File: src/dac_pkg.sv
// Package of constants and types for the DAC update control block
package dac_pkg;
    localparam int          DAC_CODE_W         = 12;
    localparam int          DAC_BIN_W          = 8;
    localparam int          DAC_THERM_W        = 15;
    localparam int          DAC_DIV_W          = 8;
    localparam int          DAC_SYNC_STAGES    = 2;
    // Control field positions
    localparam int          CTRL_FMT_LO        = 24;
    localparam int          CTRL_FMT_HI        = 25;
    localparam int          CTRL_STROBE_EN     = 28;
    localparam int          CTRL_STROBE_LEVEL  = 29;
    localparam int          SW_SUPPLY_REF_BIT  = 0;
    localparam int          INTR_EMPTY_BIT     = 0;
    // Format codes
    localparam logic [1:0]  FMT_UNSIGNED       = 2'h0;
    localparam logic [1:0]  FMT_TWOS           = 2'h1;
    // Reset values
    localparam logic [11:0] CODE_RST           = 12'h000;
    localparam logic [7:0]  DIV_RST            = 8'h01;
    // Update source modes
    typedef enum logic [3:0] {
        DAC_MODE_CLOCK     = 4'b0001,
        DAC_MODE_EDGE_SYNC = 4'b0010,
        DAC_MODE_EDGE_IMM  = 4'b0100,
        DAC_MODE_LEVEL     = 4'b1000
    } dac_mode_e;
endpackage

File: src/dac_update_control.sv
// Top of the DAC update control block: format, buffering, strobe modes, events
//
// Function
// - Supply-reference switch bit 0 closes the analog-supply reference switch.
// - Unsigned format: code 0x0 lowest output, 0xFFF highest.
// - Two's complement: 0x800 lowest, 0x000 midscale, 0x7FF highest.
// - Format field bits 25:24: 00 unsigned, 01 two's complement, others reserved.
// - Direct mode: current-value write changes the converter code at once.
// - Buffered mode: next value copied to current on update-clock rising edge.
// - Every buffered copy pulses a DMA trigger to refill the buffer.
// - Every buffered copy sets the buffer-reload interrupt condition.
// - Update clock comes from peripheral clock via programmable divider.
// - Strobe-enable bit 28 makes buffered transfers depend on the strobe.
// - Strobe enabled with level bit 29 clear and divider not 1 selects edge-sync mode.
// - Edge-sync: copy on first update-clock edge after a strobe rising edge.
// - Edge-immediate: divider set to 1, copy starts from strobe rising edge.
// - Level mode: copy on every update-clock edge while strobe is high.
// - Buffer-empty event drives both the interrupt and a DMA refill request.
// - Interrupt status bit 0 reports pending buffer-empty.
// - Interrupt reaches processor only when mask bit 0 is set.
// - Pending status also readable in the shared analog interrupt-cause bit.
// - Code bits 7:0 drive ladder; bits 11:8 decode to 15-line thermometer.
`timescale 1ns/1ps
module dac_update_control
    import dac_pkg::*;
#(
    parameter int CODE_W = DAC_CODE_W,
    parameter int DIV_W  = DAC_DIV_W
) (
    // Clock and reset
    input  wire logic                   clk_in,
    input  wire logic                   rst_n_in,
    // Configuration
    input  wire logic [1:0]             code_format_select_in,
    input  wire logic                   buffered_mode_in,
    input  wire logic                   strobe_en_in,
    input  wire logic                   strobe_level_in,
    input  wire logic [DIV_W-1:0]       clk_div_in,
    input  wire logic                   supply_reference_switch_set_in,
    input  wire logic                   supply_reference_switch_clr_in,
    // Code writes from CPU or DMA
    input  wire logic                   cur_wr_in,
    input  wire logic [CODE_W-1:0]      cur_data_in,
    input  wire logic                   nxt_wr_in,
    input  wire logic [CODE_W-1:0]      nxt_data_in,
    // Interrupt control
    input  wire logic                   intr_clear_in,
    input  wire logic                   buffer_empty_mask_in,
    // External strobe pin
    input  wire logic                   strobe_in,
    // Converter drive
    output logic [DAC_BIN_W-1:0]        ladder_bits_out,
    output logic [DAC_THERM_W-1:0]      therm_bits_out,
    output logic                        supply_reference_switch_out,
    // Status and events
    output logic [CODE_W-1:0]           current_code_out,
    output logic                        buffer_full_out,
    output logic                        interrupt_status_out,
    output logic                        analog_interrupt_cause_out,
    output logic                        irq_out,
    output logic                        dma_trigger_out
);

    ////////////////////////////////////////////////////////////////////////
    // Thermometer decode of the upper code nibble
    function automatic logic [DAC_THERM_W-1:0] therm_decode(input logic [3:0] nib);
        logic [DAC_THERM_W-1:0] t;
        t = '0;
        for (int i = 0; i < DAC_THERM_W; i++) begin
            t[i] = (nib > 4'(i));
        end
        return t;
    endfunction

    // Mode select from control bits
    function automatic dac_mode_e mode_of(input logic en, input logic lvl, input logic [DIV_W-1:0] div);
        dac_mode_e m;
        m = DAC_MODE_CLOCK;
        if (en && lvl) begin
            m = DAC_MODE_LEVEL;
        end else if (en && div == DIV_W'(1)) begin
            m = DAC_MODE_EDGE_IMM;
        end else if (en) begin
            m = DAC_MODE_EDGE_SYNC;
        end
        return m;
    endfunction

    ////////////////////////////////////////////////////////////////////////
    // Strobe synchroniser: first stage read only by the second
    logic [DAC_SYNC_STAGES-1:0] strb_sync_q;
    logic                       strb_prev_q, strb_prev_d;
    logic                       strb_s;

    always_ff @(posedge clk_in or negedge rst_n_in) begin
        if (!rst_n_in) begin
            strb_sync_q <= '0;
        end else begin
            strb_sync_q <= {strb_sync_q[0], strobe_in};
        end
    end
    assign strb_s = strb_sync_q[DAC_SYNC_STAGES-1];

    ////////////////////////////////////////////////////////////////////////
    // Update clock divider and strobe qualification
    logic [DIV_W-1:0] div_cnt_q, div_cnt_d;
    logic             tick_q, tick_d;
    logic             armed_q, armed_d;
    logic             strb_rise;
    logic             xfer;
    dac_mode_e        mode;

    assign mode      = mode_of(strobe_en_in, strobe_level_in, clk_div_in);
    assign strb_rise = strb_s & ~strb_prev_q;

    always_comb begin
        div_cnt_d = div_cnt_q;
        tick_d    = 1'b0;
        // Divider of zero is treated as one so the tick never stalls
        if (div_cnt_q + DIV_W'(1) >= clk_div_in) begin
            div_cnt_d = '0;
            tick_d    = 1'b1;
        end else begin
            div_cnt_d = div_cnt_q + DIV_W'(1);
        end
    end

    always_ff @(posedge clk_in or negedge rst_n_in) begin
        if (!rst_n_in) begin
            div_cnt_q <= '0;
            tick_q    <= 1'b0;
        end else begin
            div_cnt_q <= div_cnt_d;
            tick_q    <= tick_d;
        end
    end

    ////////////////////////////////////////////////////////////////////////
    // Strobe qualification; the registered tick puts each clocked, edge-sync and level copy one cycle after the wrap
    always_comb begin
        strb_prev_d = strb_s;
        armed_d     = armed_q;
        xfer        = 1'b0;
        if (buffered_mode_in && buffer_full_out) begin
            case (mode)
                DAC_MODE_CLOCK: begin
                    xfer = tick_q;
                end
                DAC_MODE_EDGE_SYNC: begin
                    xfer = tick_q && armed_q;
                end
                DAC_MODE_EDGE_IMM: begin
                    xfer = strb_rise;
                end
                DAC_MODE_LEVEL: begin
                    xfer = tick_q && strb_s;
                end
                default: begin
                    xfer = 1'b0;
                end
            endcase
        end
        // Edge seen earlier waits for the next update tick; a new edge re-arms
        if (xfer) begin
            armed_d = 1'b0;
        end
        if (strb_rise && mode == DAC_MODE_EDGE_SYNC) begin
            armed_d = 1'b1;
        end
        if (mode != DAC_MODE_EDGE_SYNC) begin
            armed_d = 1'b0;
        end
    end

    // Edge detector resets low like the idle strobe, so reset never fakes an edge
    always_ff @(posedge clk_in or negedge rst_n_in) begin
        if (!rst_n_in) begin
            strb_prev_q <= 1'b0;
            armed_q     <= 1'b0;
        end else begin
            strb_prev_q <= strb_prev_d;
            armed_q     <= armed_d;
        end
    end

    ////////////////////////////////////////////////////////////////////////
    // Code storage
    logic [CODE_W-1:0] cur_code;
    logic              full;

    dac_code_reg #(
        .W (CODE_W)
    ) u_code (
        .clk_in      (clk_in),
        .rst_n_in    (rst_n_in),
        .nxt_wr_in   (nxt_wr_in),
        .nxt_data_in (nxt_data_in),
        .cur_wr_in   (cur_wr_in),
        .cur_data_in (cur_data_in),
        .xfer_in     (xfer),
        .nxt_out     (),
        .cur_out     (cur_code),
        .full_out    (full)
    );

    ////////////////////////////////////////////////////////////////////////
    // Format conversion and converter drive
    logic [CODE_W-1:0]      lin_code;
    logic [DAC_BIN_W-1:0]   ladder_q, ladder_d;
    logic [DAC_THERM_W-1:0] therm_q, therm_d;
    logic [CODE_W-1:0]      code_q, code_d;

    always_comb begin
        // Two's complement maps to offset binary by flipping the sign bit
        lin_code = cur_code;
        if (code_format_select_in == FMT_TWOS) begin
            lin_code = {~cur_code[CODE_W-1], cur_code[CODE_W-2:0]};
        end
        ladder_d = lin_code[DAC_BIN_W-1:0];
        therm_d  = therm_decode(lin_code[CODE_W-1:DAC_BIN_W]);
        code_d   = cur_code;
    end

    // Ladder, thermometer and code move together on one edge
    always_ff @(posedge clk_in or negedge rst_n_in) begin
        if (!rst_n_in) begin
            ladder_q <= '0;
            therm_q  <= '0;
            code_q   <= CODE_RST;
        end else begin
            ladder_q <= ladder_d;
            therm_q  <= therm_d;
            code_q   <= code_d;
        end
    end

    ////////////////////////////////////////////////////////////////////////
    // Buffer-empty events: status, masked interrupt and DMA trigger
    logic                   intr_q, intr_d;
    logic                   irq_q, irq_d;
    logic                   dma_q, dma_d;

    always_comb begin
        dma_d  = xfer;
        intr_d = intr_q;
        if (intr_clear_in) begin
            intr_d = 1'b0;
        end
        // A copy in the clear cycle wins, so no empty event is lost
        if (xfer) begin
            intr_d = 1'b1;
        end
        irq_d = intr_d && buffer_empty_mask_in;
    end

    always_ff @(posedge clk_in or negedge rst_n_in) begin
        if (!rst_n_in) begin
            intr_q <= 1'b0;
            irq_q  <= 1'b0;
            dma_q  <= 1'b0;
        end else begin
            intr_q <= intr_d;
            irq_q  <= irq_d;
            dma_q  <= dma_d;
        end
    end

    ////////////////////////////////////////////////////////////////////////
    // Supply-reference switch
    logic                   sw_q, sw_d;

    always_comb begin
        sw_d = sw_q;
        // Clearing has priority only when not closed in the same cycle
        if (supply_reference_switch_clr_in) begin
            sw_d = 1'b0;
        end
        if (supply_reference_switch_set_in) begin
            sw_d = 1'b1;
        end
    end

    always_ff @(posedge clk_in or negedge rst_n_in) begin
        if (!rst_n_in) begin
            sw_q <= 1'b0;
        end else begin
            sw_q <= sw_d;
        end
    end

    assign buffer_full_out             = full;
    assign ladder_bits_out             = ladder_q;
    assign therm_bits_out              = therm_q;
    assign current_code_out            = code_q;
    assign interrupt_status_out        = intr_q;
    assign analog_interrupt_cause_out  = intr_q;
    assign irq_out                     = irq_q;
    assign dma_trigger_out             = dma_q;
    assign supply_reference_switch_out = sw_q;

endmodule

File: src/dac_code_reg.sv
// Double-buffered code storage: next-value buffer and current-value register
`timescale 1ns/1ps
module dac_code_reg
    import dac_pkg::*;
#(
    parameter int W = DAC_CODE_W
) (
    // Clock and reset
    input  wire logic         clk_in,
    input  wire logic         rst_n_in,
    // Writes
    input  wire logic         nxt_wr_in,
    input  wire logic [W-1:0] nxt_data_in,
    input  wire logic         cur_wr_in,
    input  wire logic [W-1:0] cur_data_in,
    input  wire logic         xfer_in,
    // Contents
    output logic      [W-1:0] nxt_out,
    output logic      [W-1:0] cur_out,
    output logic              full_out
);
    logic [W-1:0] nxt_q, nxt_d, cur_q, cur_d;
    logic         full_q, full_d;

    always_comb begin
        nxt_d  = nxt_q;
        cur_d  = cur_q;
        full_d = full_q;
        if (xfer_in) begin
            cur_d  = nxt_q;
            full_d = 1'b0;
        end
        // Direct write wins over a buffered copy in the same cycle
        if (cur_wr_in) begin
            cur_d = cur_data_in;
        end
        // A refill in the copy cycle is kept, not lost
        if (nxt_wr_in) begin
            nxt_d  = nxt_data_in;
            full_d = 1'b1;
        end
    end

    always_ff @(posedge clk_in or negedge rst_n_in) begin
        if (!rst_n_in) begin
            nxt_q  <= CODE_RST;
            cur_q  <= CODE_RST;
            full_q <= 1'b0;
        end else begin
            nxt_q  <= nxt_d;
            cur_q  <= cur_d;
            full_q <= full_d;
        end
    end

    assign nxt_out  = nxt_q;
    assign cur_out  = cur_q;
    assign full_out = full_q;
endmodule

File: config.mk
export PLATFORM = sky130hd
export DESIGN_NAME = dac_update_control
export DESIGN_NICKNAME = d
export VERILOG_FILES = /design/src/dac_pkg.sv /design/src/dac_update_control.sv /design/src/dac_code_reg.sv
export SDC_FILE = /design/constraint.sdc
export NUM_CORES = 1
export LEC_CHECK = 0
export BUFFER_PORTS_ARGS = -buffer_cell sky130_fd_sc_hd__buf_2
export CELL_PAD_IN_SITES_DETAIL_PLACEMENT = 1
export CELL_PAD_IN_SITES_GLOBAL_PLACEMENT = 2
export CORE_UTILIZATION = 29
export DETAILED_ROUTE_END_ITERATION = 12
export GPL_ROUTABILITY_DRIVEN = 0
export HOLD_SLACK_MARGIN = 0.02
export PLACE_DENSITY_LB_ADDON = 0.1
export SETUP_SLACK_MARGIN = 0.4
export SYNTH_ARGS = -nofsm -noshare
export SYNTH_HDL_FRONTEND = slang
export SYNTH_HIERARCHICAL = 1
export SYNTH_SLANG_ARGS = --single-unit
export TNS_END_PERCENT = 30
File: constraint.sdc
create_clock -name clk_in -period 1.9 [get_ports clk_in]
set_input_delay 0.19 -clock clk_in [delete_from_list [all_inputs] [get_ports clk_in]]
set_output_delay 0.19 -clock clk_in [all_outputs]
set_load 0.02 [all_outputs]
==> impl_results.md, run 1 <==
* GRT Residual Overflow at 0
* Yosys warns at 6
* Largest net degree at the start of global routing at 38
* First-pass iteration count of the detailed router at 4
* Primary FF master, synth: dfrtp_1
* Fin worst setup slack at -0.113 ns
* IR drop worst, VDD at 0.356 mV
* Core Rows at 36
* HP Class: in -> reg
* # placed instances at 444
* Die width at 102 um
* Final Skew at 0.00617 ns
* Status: finished with violations
* Slew Limit Fails at 0
* First-pass GRT wire length at 10.1 mm
* Pwr dens at 1140 nW/um^2
* Clk pwr share at 25.0%
* Vias in the first global route at 2,088
* H-tree depth at 3
* Failing checks: negative setup slack
* Post-Syn Area per Cell at 12.5 um^2
* Cts bufs inserted at 9
* Asr flop ratio synth at 100%
* Finish-stage setup viols at 9
* Port bufs at 86
* Synth Cell Area at 2880 um^2
* Max incr delay on CP at 0.39 ns
* CP Capture Type: flop
* Clk buf depth at 2
* Crit path cell chain: and3_4, and4_4, xor2_4, ha_4, a211oi_4, o221ai_4, and2_1
* Area delta synth->final at 33.7%
* Worst-margin pin slew at 0.504 ns
* Slowest-stage cell, CP: dfrtp_1
* ANT cells at 0
* Drt wl/cell at 13.9 um
* Clock Tree Root: clkbuf_8
* Crit path max fanout at 5
* Reg power frac at 41.8%
* Final nets at 383
* Post-synth top cells: dfrtp_1 (69), nand2_1 (25), inv_1 (15)
* EDFF count, synth at 0
* Synthesis-stage register bit count at 69
* Non-Filler Instances at 464
* Synth top area share at 59.9%
* Leak pwr at 1.84 nW
* Crit start category: flop
* Worst-path clk slew at 0.07 ns
* Total of max-cap violations at 0
* DIE AREA at 10,300 um^2
* Residual DRC at 0
* WP data required at 2.12 ns
* Net Sw Power at 1.42 mW
* Distinct cells, synth at 38
* Seq/Total Area, Yosys at 59.9%
* Post-synth top area cell: dfrtp_1
* Placed wire-length estimate at 4.54 mm
* Via/cell ratio at 4.41
* CP Data Arrival Time at 2.23 ns
* Total GRT Usage at 13.0%
* Worst-Skew Late Latency at 0.33 ns
* F_max at 0.497 GHz
* DRT Wirelength at 6.45 mm
* Critical path type: reg -> reg
* Final worst path period need at 2.01 ns
* RSZ-0062 raised after global routing: true
* Total power at 4.38 mW
* Largest cells by area after synthesis: dfrtp_1 (60%), mux2_2 (4.7%), mux2i_1 (4.2%)
* Antenna Nets Post-Route at 0
* Net Count, Synth at 286
* Comb pwr share at 33.3%
* Sw Ratio at 32.5%
* Post-Place Worst Slack at -0.168 ns
* Rel. slew slack at 66.4%
* Final hold vios at 0
* Setup TNS Final at -0.637 ns
* Fin crit share at 106%
* DR iter-0 viols at 35
* Die Y at 102 um
* CTS tree: built
* Mapped Cells at 231
* Count leader, synth: dfrtp_1
* Routed vias at 2,046
* Initial antenna violation count at 0
* Share of layout cells above drive strength 1 at 45.9%
* Initial Util at 29.7%
* TritonCTS Sinks at 69
* I/O Pins at 87
* Core box area at 9680 um^2
* Internal power at 2.95 mW
-- metal layers --
metal	GRT usage, %	vias to the layer above	wire (um)
met3	3.59	8	286
met5	0	-	0
li1	-	959	-
met4	6.02	0	92
met1	17.0	1036	2890
met2	20.1	43	3180
-- flip-flops by register name, summed over array words and instances (netlist names) --
signal	count
div_cnt_q	8
u_code/cur_out	12
u_code/nxt_out	12
armed_q	1
tick_q	1
analog_interrupt_cause_out	1
therm_bits_out	15
supply_reference_switch_out	1
irq_out	1
strb_sync_q	2
dma_trigger_out	1
u_code/full_out	1
strb_prev_q	1
current_code_out	12
-- cell type report --
type	count	area, um^2
Inverter	15	56.3
Clock inverter	1	5.00
Clock buffer	13	179
Timing Repair Buffer	100	563
Multi-Input combinational cell	133	1150
Sequential cell	69	1730
Tap cell	133	166
Fill cell	1074	5830
-- path summary, 6_finish.rpt --
kind | end | slack, ns | depth (start not counted) | from
worst max-delay path | tick_q$_DFF_PN0_ | -0.11 | 7 | div_cnt_q[0]$_DFF_PN0_
worst min-delay path | supply_reference_switch_out$_DFFE_PN0P_ | 0.04 | 2 | supply_reference_switch_set_in
worst max register to register | tick_q$_DFF_PN0_ | -0.11 | 7 | div_cnt_q[0]$_DFF_PN0_
worst min register to register | strb_sync_q[1]$_DFF_PN0_ | 0.35 | 0 | strb_sync_q[0]$_DFF_PN0_
max in group asynchronous | current_code_out[4]$_DFF_PN0_ | 0.98 | 3 | rst_n_in
min in group asynchronous | irq_out$_DFF_PN0_ | 0.36 | 2 | rst_n_in
-- logic make-up (layout without fill, tap and decap cells) --
logic type                 Yosys count  after routing  share of synthesized area (%)
DFF                                 69             69                           59.9
and+or+nand+nor                     56             57                           10.2
AOI/OAI and AO/OA                   35             36                           8.30
buffers and inverters               31            129                           6.39
muxes                               24             24                           8.86
adders and majority gates            9              9                           3.91
xor gates and xnor gates             7              7                           2.39
-- cell usage in the layout (no fill, tap or decap), types with 2 or more instances in the layout --
cell type and count:
ha_1 6, mux2_2 12, clkbuf_8 13, ha_4 2, a21boi_1 7, dlygate4sd3_1 2
xor2_1 2, a21o_1 2, mux2i_1 11, buf_2 85, nor3_1 2, buf_6 2
dfrtp_1 68, o21ai_1 12, and2_1 2, buf_4 10, inv_1 14, nand2_1 25
a21oi_1 3, nor2_1 9, nand2b_1 5, xnor2_1 2, nand3_1 2
-- critical path, delay by kind of cell (launching register included) --
kind | cells | cell delay, ns
adder cells (fa/ha/maj) | 1 | 0.23
XOR/XNOR | 1 | 0.18
AND/OR/NAND/NOR | 3 | 0.63
AO/OA/AOI/OAI | 2 | 0.47
flip-flops | 1 | 0.39
-- power by group through the flow --
stage / clock [mW] / combinational, mW / sequential (mW)
5_1_grt: 1.21 / 1.59 / 1.86
6_report: 1.09 / 1.46 / 1.83
3_3_place_gp: 0 / 1.13 / 1.84
4_1_cts: 1.15 / 1.15 / 1.83
3_5_place_dp: 0 / 1.13 / 1.85
2_1_floorplan: 0 / 0.605 / 1.93
-- repair_timing --
action                     CTS  global route
setup endpoints to repair   22            22
hold buffers                 2             0
gates cloned                 1             1
buffers inserted             0             2
hold endpoints to repair    37             0
resized for setup            9            27
pin swaps                    4            13
-- per-stage QoR --
stage	cell area, um^2	hold slack [ns]	util (%)
after floorplan	2890	-0.106	-
after global placement	3440	0.198	35.6
after detailed placement	3440	0.197	35.6
after CTS	3680	0.0222	38.0
after global routing	3850	0.0228	39.8
final	3850	0.0371	39.8
Note: power is estimated with default switching activity, not from simulation.
==> inputs of run 2 (changes only) <==
--- a/config.mk
+++ b/config.mk
@@ -8,7 +8,7 @@
 export BUFFER_PORTS_ARGS = -buffer_cell sky130_fd_sc_hd__buf_2
 export CELL_PAD_IN_SITES_DETAIL_PLACEMENT = 1
 export CELL_PAD_IN_SITES_GLOBAL_PLACEMENT = 2
-export CORE_UTILIZATION = 29
+export CORE_UTILIZATION = 33
 export DETAILED_ROUTE_END_ITERATION = 12
 export GPL_ROUTABILITY_DRIVEN = 0
 export HOLD_SLACK_MARGIN = 0.02
==> constraint.sdc (replaced) <==
create_clock -name clk_in -period 2.1 [get_ports clk_in]
set_input_delay 0.21 -clock clk_in [delete_from_list [all_inputs] [get_ports clk_in]]
set_output_delay 0.21 -clock clk_in [all_outputs]
set_load 0.02 [all_outputs]
==> run 2 against run 1 <==
  * The flow now finishes without violations
  * Largest power group unchanged
  * Combinational power shrank 11%
  * Highest routed layer unchanged
  * Cell count shrank 6.5%
  * Setup slack gained 0.17 ns
==> impl_results.md, run 2 (synthesis results as in run 1) <==
* Total of max-cap violations at 0
* Clk buf depth at 2
* CTS tree: built
* CP Launch Point: div_cnt_q[0]$_DFF_PN0_
* Initial antenna violation count at 0
* DIE AREA at 9110 um^2
* Hold EP: supply_reference_switch_out$_DFFE_PN0P_
* Area delta synth->final at 34.1%
* Setup TNS Final at 0 ns
* Critical path type: reg -> reg
* Register-to-Register Path Depth at 7
* Final hold vios at 0
* Drt wl/cell at 14.7 um
* Via/cell ratio at 4.55
* Core Rows at 33
* Reg-to-Reg Start: div_cnt_q[0]$_DFF_PN0_
* Routed vias at 1,973
* Rel. slew slack at 70.9%
* Total power at 4.31 mW
* Final worst path period need at 2.05 ns
* First-pass GRT wire length at 10.2 mm
* DR iter-0 viols at 44
* Finish-stage setup viols at 0
* WP data required at 2.31 ns
* Initial Util at 34.5%
* Port bufs at 86
* Die width at 95.4 um
* Final Skew at 0.0106 ns
* Largest net degree at the start of global routing at 70
* GRT Residual Overflow at 0
* CP Data Arrival Time at 2.26 ns
* Hold path startpoint: supply_reference_switch_set_in
* Residual DRC at 0
* Placed inst area at 3350 um^2
* Leak pwr at 1.84 nW
* Crit path max fanout at 5
* Commonest non-fill, non-tap cells in the layout: buf_2 (86), dfrtp_1 (69), nand2_1 (25)
* Crit start category: flop
* R2r setup slk at 0.05 ns
* Cts bufs inserted at 9
* Worst-margin pin slew at 0.436 ns
* I/O Pins at 87
* Fin crit share at 97.4%
* RSZ-0062 raised after global routing: true
* Filler cells at 911
* Placed wire-length estimate at 4.22 mm
* TritonCTS Sinks at 69
* HP Class: in -> reg
* ANT cells at 0
* Clock Tree Root: clkbuf_8
* Commonest non-fill, non-tap cell in the layout: buf_2
* Worst-Skew Late Latency at 0.33 ns
* F_max at 0.489 GHz
* DRT Wirelength at 6.37 mm
* Total GRT Usage at 15.3%
* Design Area, Final at 3860 um^2
* Max FFs per register at 15
* Min Hold Slack at 0.0574 ns
* Share of layout cells above drive strength 1 at 45.3%
* WHS Path Cells at 2
* Core box area at 8340 um^2
* CP Capture Type: flop
* Pwr dens at 1110 nW/um^2
* Status: completed
* Die Y at 95.4 um
* Worst-path clk slew at 0.08 ns
* Antenna Nets Post-Route at 0
* H-tree depth at 3
* Vias in the first global route at 2,028
* Worst r2r dst: tick_q$_DFF_PN0_
* Slew Limit Fails at 0
* IR drop worst, VDD at 0.427 mV
* First-pass iteration count of the detailed router at 4
* Final nets at 379
run 2: layout make-up:
cell class,count,area [um^2],share of cell area (%)
clock buffers,11,151,3.92
clock inverters,5,106,2.75
inverters,15,56.3,1.46
multi-input cells,133,1160,29.9
flip-flops and latches,69,1730,44.7
well taps,105,131,3.40
repair buffers,96,536,13.9
run 2: how the worst max path moves through the flow:
stage	slack, ns	to
after floorplan	0.27	tick_q$_DFF_PN0_
after detailed placement	0.01	div_cnt_q[4]$_DFF_PN0_
after CTS	0.08	tick_q$_DFF_PN0_
final	0.05	tick_q$_DFF_PN0_
after global placement	0.06	tick_q$_DFF_PN0_
after global routing	-0.02	tick_q$_DFF_PN0_
run 2: metrics by stage:
step | util (%) | worst slack, ns | std cells
floorplan | - | 0.266 | 231
global placement | 40.1 | 0.0642 | 408
detailed placement | 40.1 | 0.00971 | 408
CTS | 45.1 | 0.0759 | 433
global route | 46.3 | -0.0210 | 434
finish | 46.3 | 0.0545 | 434
run 2: power breakdown:
group / switching, mW / internal (mW) / total (mW)
sequential: 0.125 / 1.53 / 1.65
combinational: 0.744 / 0.560 / 1.30
clock: 0.492 / 0.856 / 1.35
total: 1.36 / 2.94 / 4.31
run 2: repair_timing:
item,in CTS,in global routing
buffers inserted,5,1
hold buffers,2,0
hold endpoints to repair,70,0
cloned,2,0
resized for setup,13,21
pin swaps,5,8
endpoints found under the setup margin,22,22
run 2: routing by layer:
metal,wire (um),vias up,track usage [%]
met5,0,-,0
met4,51,0,7.46
met3,333,4,3.91
met2,3110,52,23.4
met1,2870,963,20.1
li1,-,954,-
run 2: worst max-delay path, stage by stage, from the launching register on:
cell      delay (ns)
dfrtp_1         0.40
and3_4          0.20
and4_4          0.24
xor2_4          0.17
ha_4            0.23
a211oi_4        0.32
o221ai_4        0.20
and2_1          0.17
==> inputs of run 3 (changes only) <==
--- a/config.mk
+++ b/config.mk
@@ -12,7 +12,9 @@
 export DETAILED_ROUTE_END_ITERATION = 12
 export GPL_ROUTABILITY_DRIVEN = 0
 export HOLD_SLACK_MARGIN = 0.02
+export MAX_ROUTING_LAYER = met4
 export PLACE_DENSITY_LB_ADDON = 0.1
+export REMOVE_ABC_BUFFERS = 1
 export SETUP_SLACK_MARGIN = 0.4
 export SYNTH_ARGS = -nofsm -noshare
 export SYNTH_HDL_FRONTEND = slang
==> run 3 against run 2 <==
  * Combinational power decreased by 11%
  * Worst hold slack improved by 0.017 ns
  * Highest routed layer unchanged
  * Setup slack gained 0.033 ns
==> impl_results.md, run 3 (synthesis results as in run 1) <==
* Share of layout cells above drive strength 1 at 42.7%
* Crit path depth at 7
* WHS Path Cells at 3
* Pwr dens at 1050 nW/um^2
* Clock Tree Root: clkbuf_8
* Comb pwr share at 29.5%
* Reg area at 1730 um^2
* Drt wl/cell at 14.2 um
* Total power at 3.91 mW
* DRT Wirelength at 6.14 mm
* First-pass iteration count of the detailed router at 3
* F_max at 0.497 GHz
* Register-to-Register Path Depth at 7
* Critical path type: reg -> reg
* IR drop worst, VDD at 0.397 mV
* Clk pwr share at 28.4%
* Internal power at 2.64 mW
* Crit start category: flop
* Worst Path Buf+Inv at 0
* TritonCTS Sinks at 69
* ANT cells at 0
* DIE AREA at 9110 um^2
* DR iter-0 viols at 51
* Initial antenna violation count at 0
* Residual DRC at 0
* First-pass GRT wire length at 9.96 mm
* CP Launch Point: div_cnt_q[0]$_DFF_PN0_
* Clk buf depth at 2
* H-tree depth at 3
* Total of max-cap violations at 0
* Placed wire-length estimate at 4.11 mm
* Rel. slew slack at 72.3%
* Commonest non-fill, non-tap cell in the layout: buf_2
* Core box area at 8340 um^2
* Net Sw Power at 1.28 mW
* Port bufs at 86
* Total GRT Usage at 15.3%
* Worst-margin pin slew at 0.415 ns
* CP delay by family, top: simple AND/OR/NAND/NOR gates
* Max FFs per register at 15
* Sw Ratio at 32.6%
* GRT Residual Overflow at 0
* Cts bufs inserted at 9
* Die width at 95.4 um
* Commonest non-fill, non-tap cells in the layout: buf_2 (86), dfrtp_1 (69), nand2_1 (25)
* Initial Util at 34.5%
* Status: completed
* Slowest-stage cell, CP: dfrtp_1
* CTS tree: built
* Routed vias at 1,974
* CP Capture Type: flop
* Largest net degree at the start of global routing at 70
* Reg-to-Reg Start: div_cnt_q[0]$_DFF_PN0_
* Die Y at 95.4 um
* Crit path max fanout at 5
* WP data required at 2.33 ns
* Reg power frac at 42.1%
* Hold path startpoint: cur_data_in[1]
* Vias in the first global route at 2,056
* Worst-Skew Late Latency at 0.34 ns
* RSZ-0062 raised after global routing: true
* I/O Pins at 87
* Multi-input gate area at 1080 um^2
* Final worst path period need at 2.01 ns
* Core Rows at 33
* Post-Place Worst Slack at -0.0213 ns
* Finish-stage setup viols at 0
* Area delta synth->final at 29.2%
* Fin worst setup slack at 0.0870 ns
* CP Data Arrival Time at 2.24 ns
* Worst-path clk slew at 0.08 ns
* HP Class: in -> reg
* Final Skew at 0.00843 ns
* Slew Limit Fails at 0
* Fin crit share at 95.9%
* Leak pwr at 1.81 nW
* Max incr delay on CP at 0.39 ns
* Final nets at 378
* Final hold vios at 0
* Via/cell ratio at 4.56
* Antenna Nets Post-Route at 0
* Crit path cell chain: and3_4, and4_4, xor2_4, ha_4, a211oi_4, o221ai_4, and2_1
* Filler cells at 934
-- run 3: changes by cell type in the layout (fill, tap and decap cells not counted), moves of 2 or more --
cell | previous run | this run
o21ai_1 | 11 | 9
mux2i_1 | 10 | 12
bufinv_16 | 3 | 1
o21ai_0 | 2 | 4
a21oi_1 | 2 | 4
-- run 3: final timing paths --
kind | endpoint | slack [ns]
max | tick_q$_DFF_PN0_ | 0.09
min | u_code/cur_out[1]$_DFFE_PN0P_ | 0.07
max reg2reg | tick_q$_DFF_PN0_ | 0.09
min reg2reg | strb_sync_q[1]$_DFF_PN0_ | 0.35
max in group asynchronous | current_code_out[6]$_DFF_PN0_ | 1.38
min in group asynchronous | therm_bits_out[1]$_DFF_PN0_ | 0.42
-- run 3: metrics by stage --
step	util, %	instances	hold WS, ns	area, um^2	setup TNS [ns]
6_report	44.6	433	0.0747	3720	0
5_1_grt	44.6	433	0.0720	3720	-0.00967
4_1_cts	43.8	432	0.0286	3650	0
3_5_place_dp	40.3	411	0.262	3360	-0.0242
3_3_place_gp	40.3	411	0.262	3360	0
2_1_floorplan	-	215	-0.0856	2750	0
-- run 3: worst register-to-register path, delay by kind of cell, from the launching register on --
| kind | cells | cell delay [ns] |
|---|---|---|
| simple gates | 3 | 0.61 |
| compound gates | 2 | 0.49 |
| flops | 1 | 0.39 |
| fa+ha+maj | 1 | 0.23 |
| xor+xnor | 1 | 0.18 |
-- run 3: cell type report --
type	count	share of cell area, %
multi-input cells	133	29.0
repair buffers	95	13.9
clock buffers	11	4.07
inverters	15	1.51
clock inverters	5	1.58
well taps	105	3.53
flip-flops and latches	69	46.4
-- run 3: power groups by stage --
stage	clock [mW]	combinational [mW]	sequential, mW
after floorplan	0	0.454	1.79
after global placement	0	0.950	1.67
after CTS	1.15	1.11	1.65
after detailed placement	0	0.964	1.67
after global routing	1.22	1.28	1.68
final	1.11	1.16	1.65
-- run 3: timing repair --
action | in CTS | in global routing
setup buffers | 1 | 0
pin swaps | 7 | 8
endpoints found under the hold margin | 70 | 1
setup endpoints to repair | 22 | 22
gates cloned | 2 | 0
resized for setup | 9 | 11
hold buffers | 2 | 1
-- run 3: metal layers --
layer  vias up  part of all wire [%]  GRT usage, %
met4         0                   1.5          5.60
met5         -                     0             -
met1       959                    44          18.7
met2        54                    49          24.2
li1        952                     -             -
met3         9                   4.9          4.39
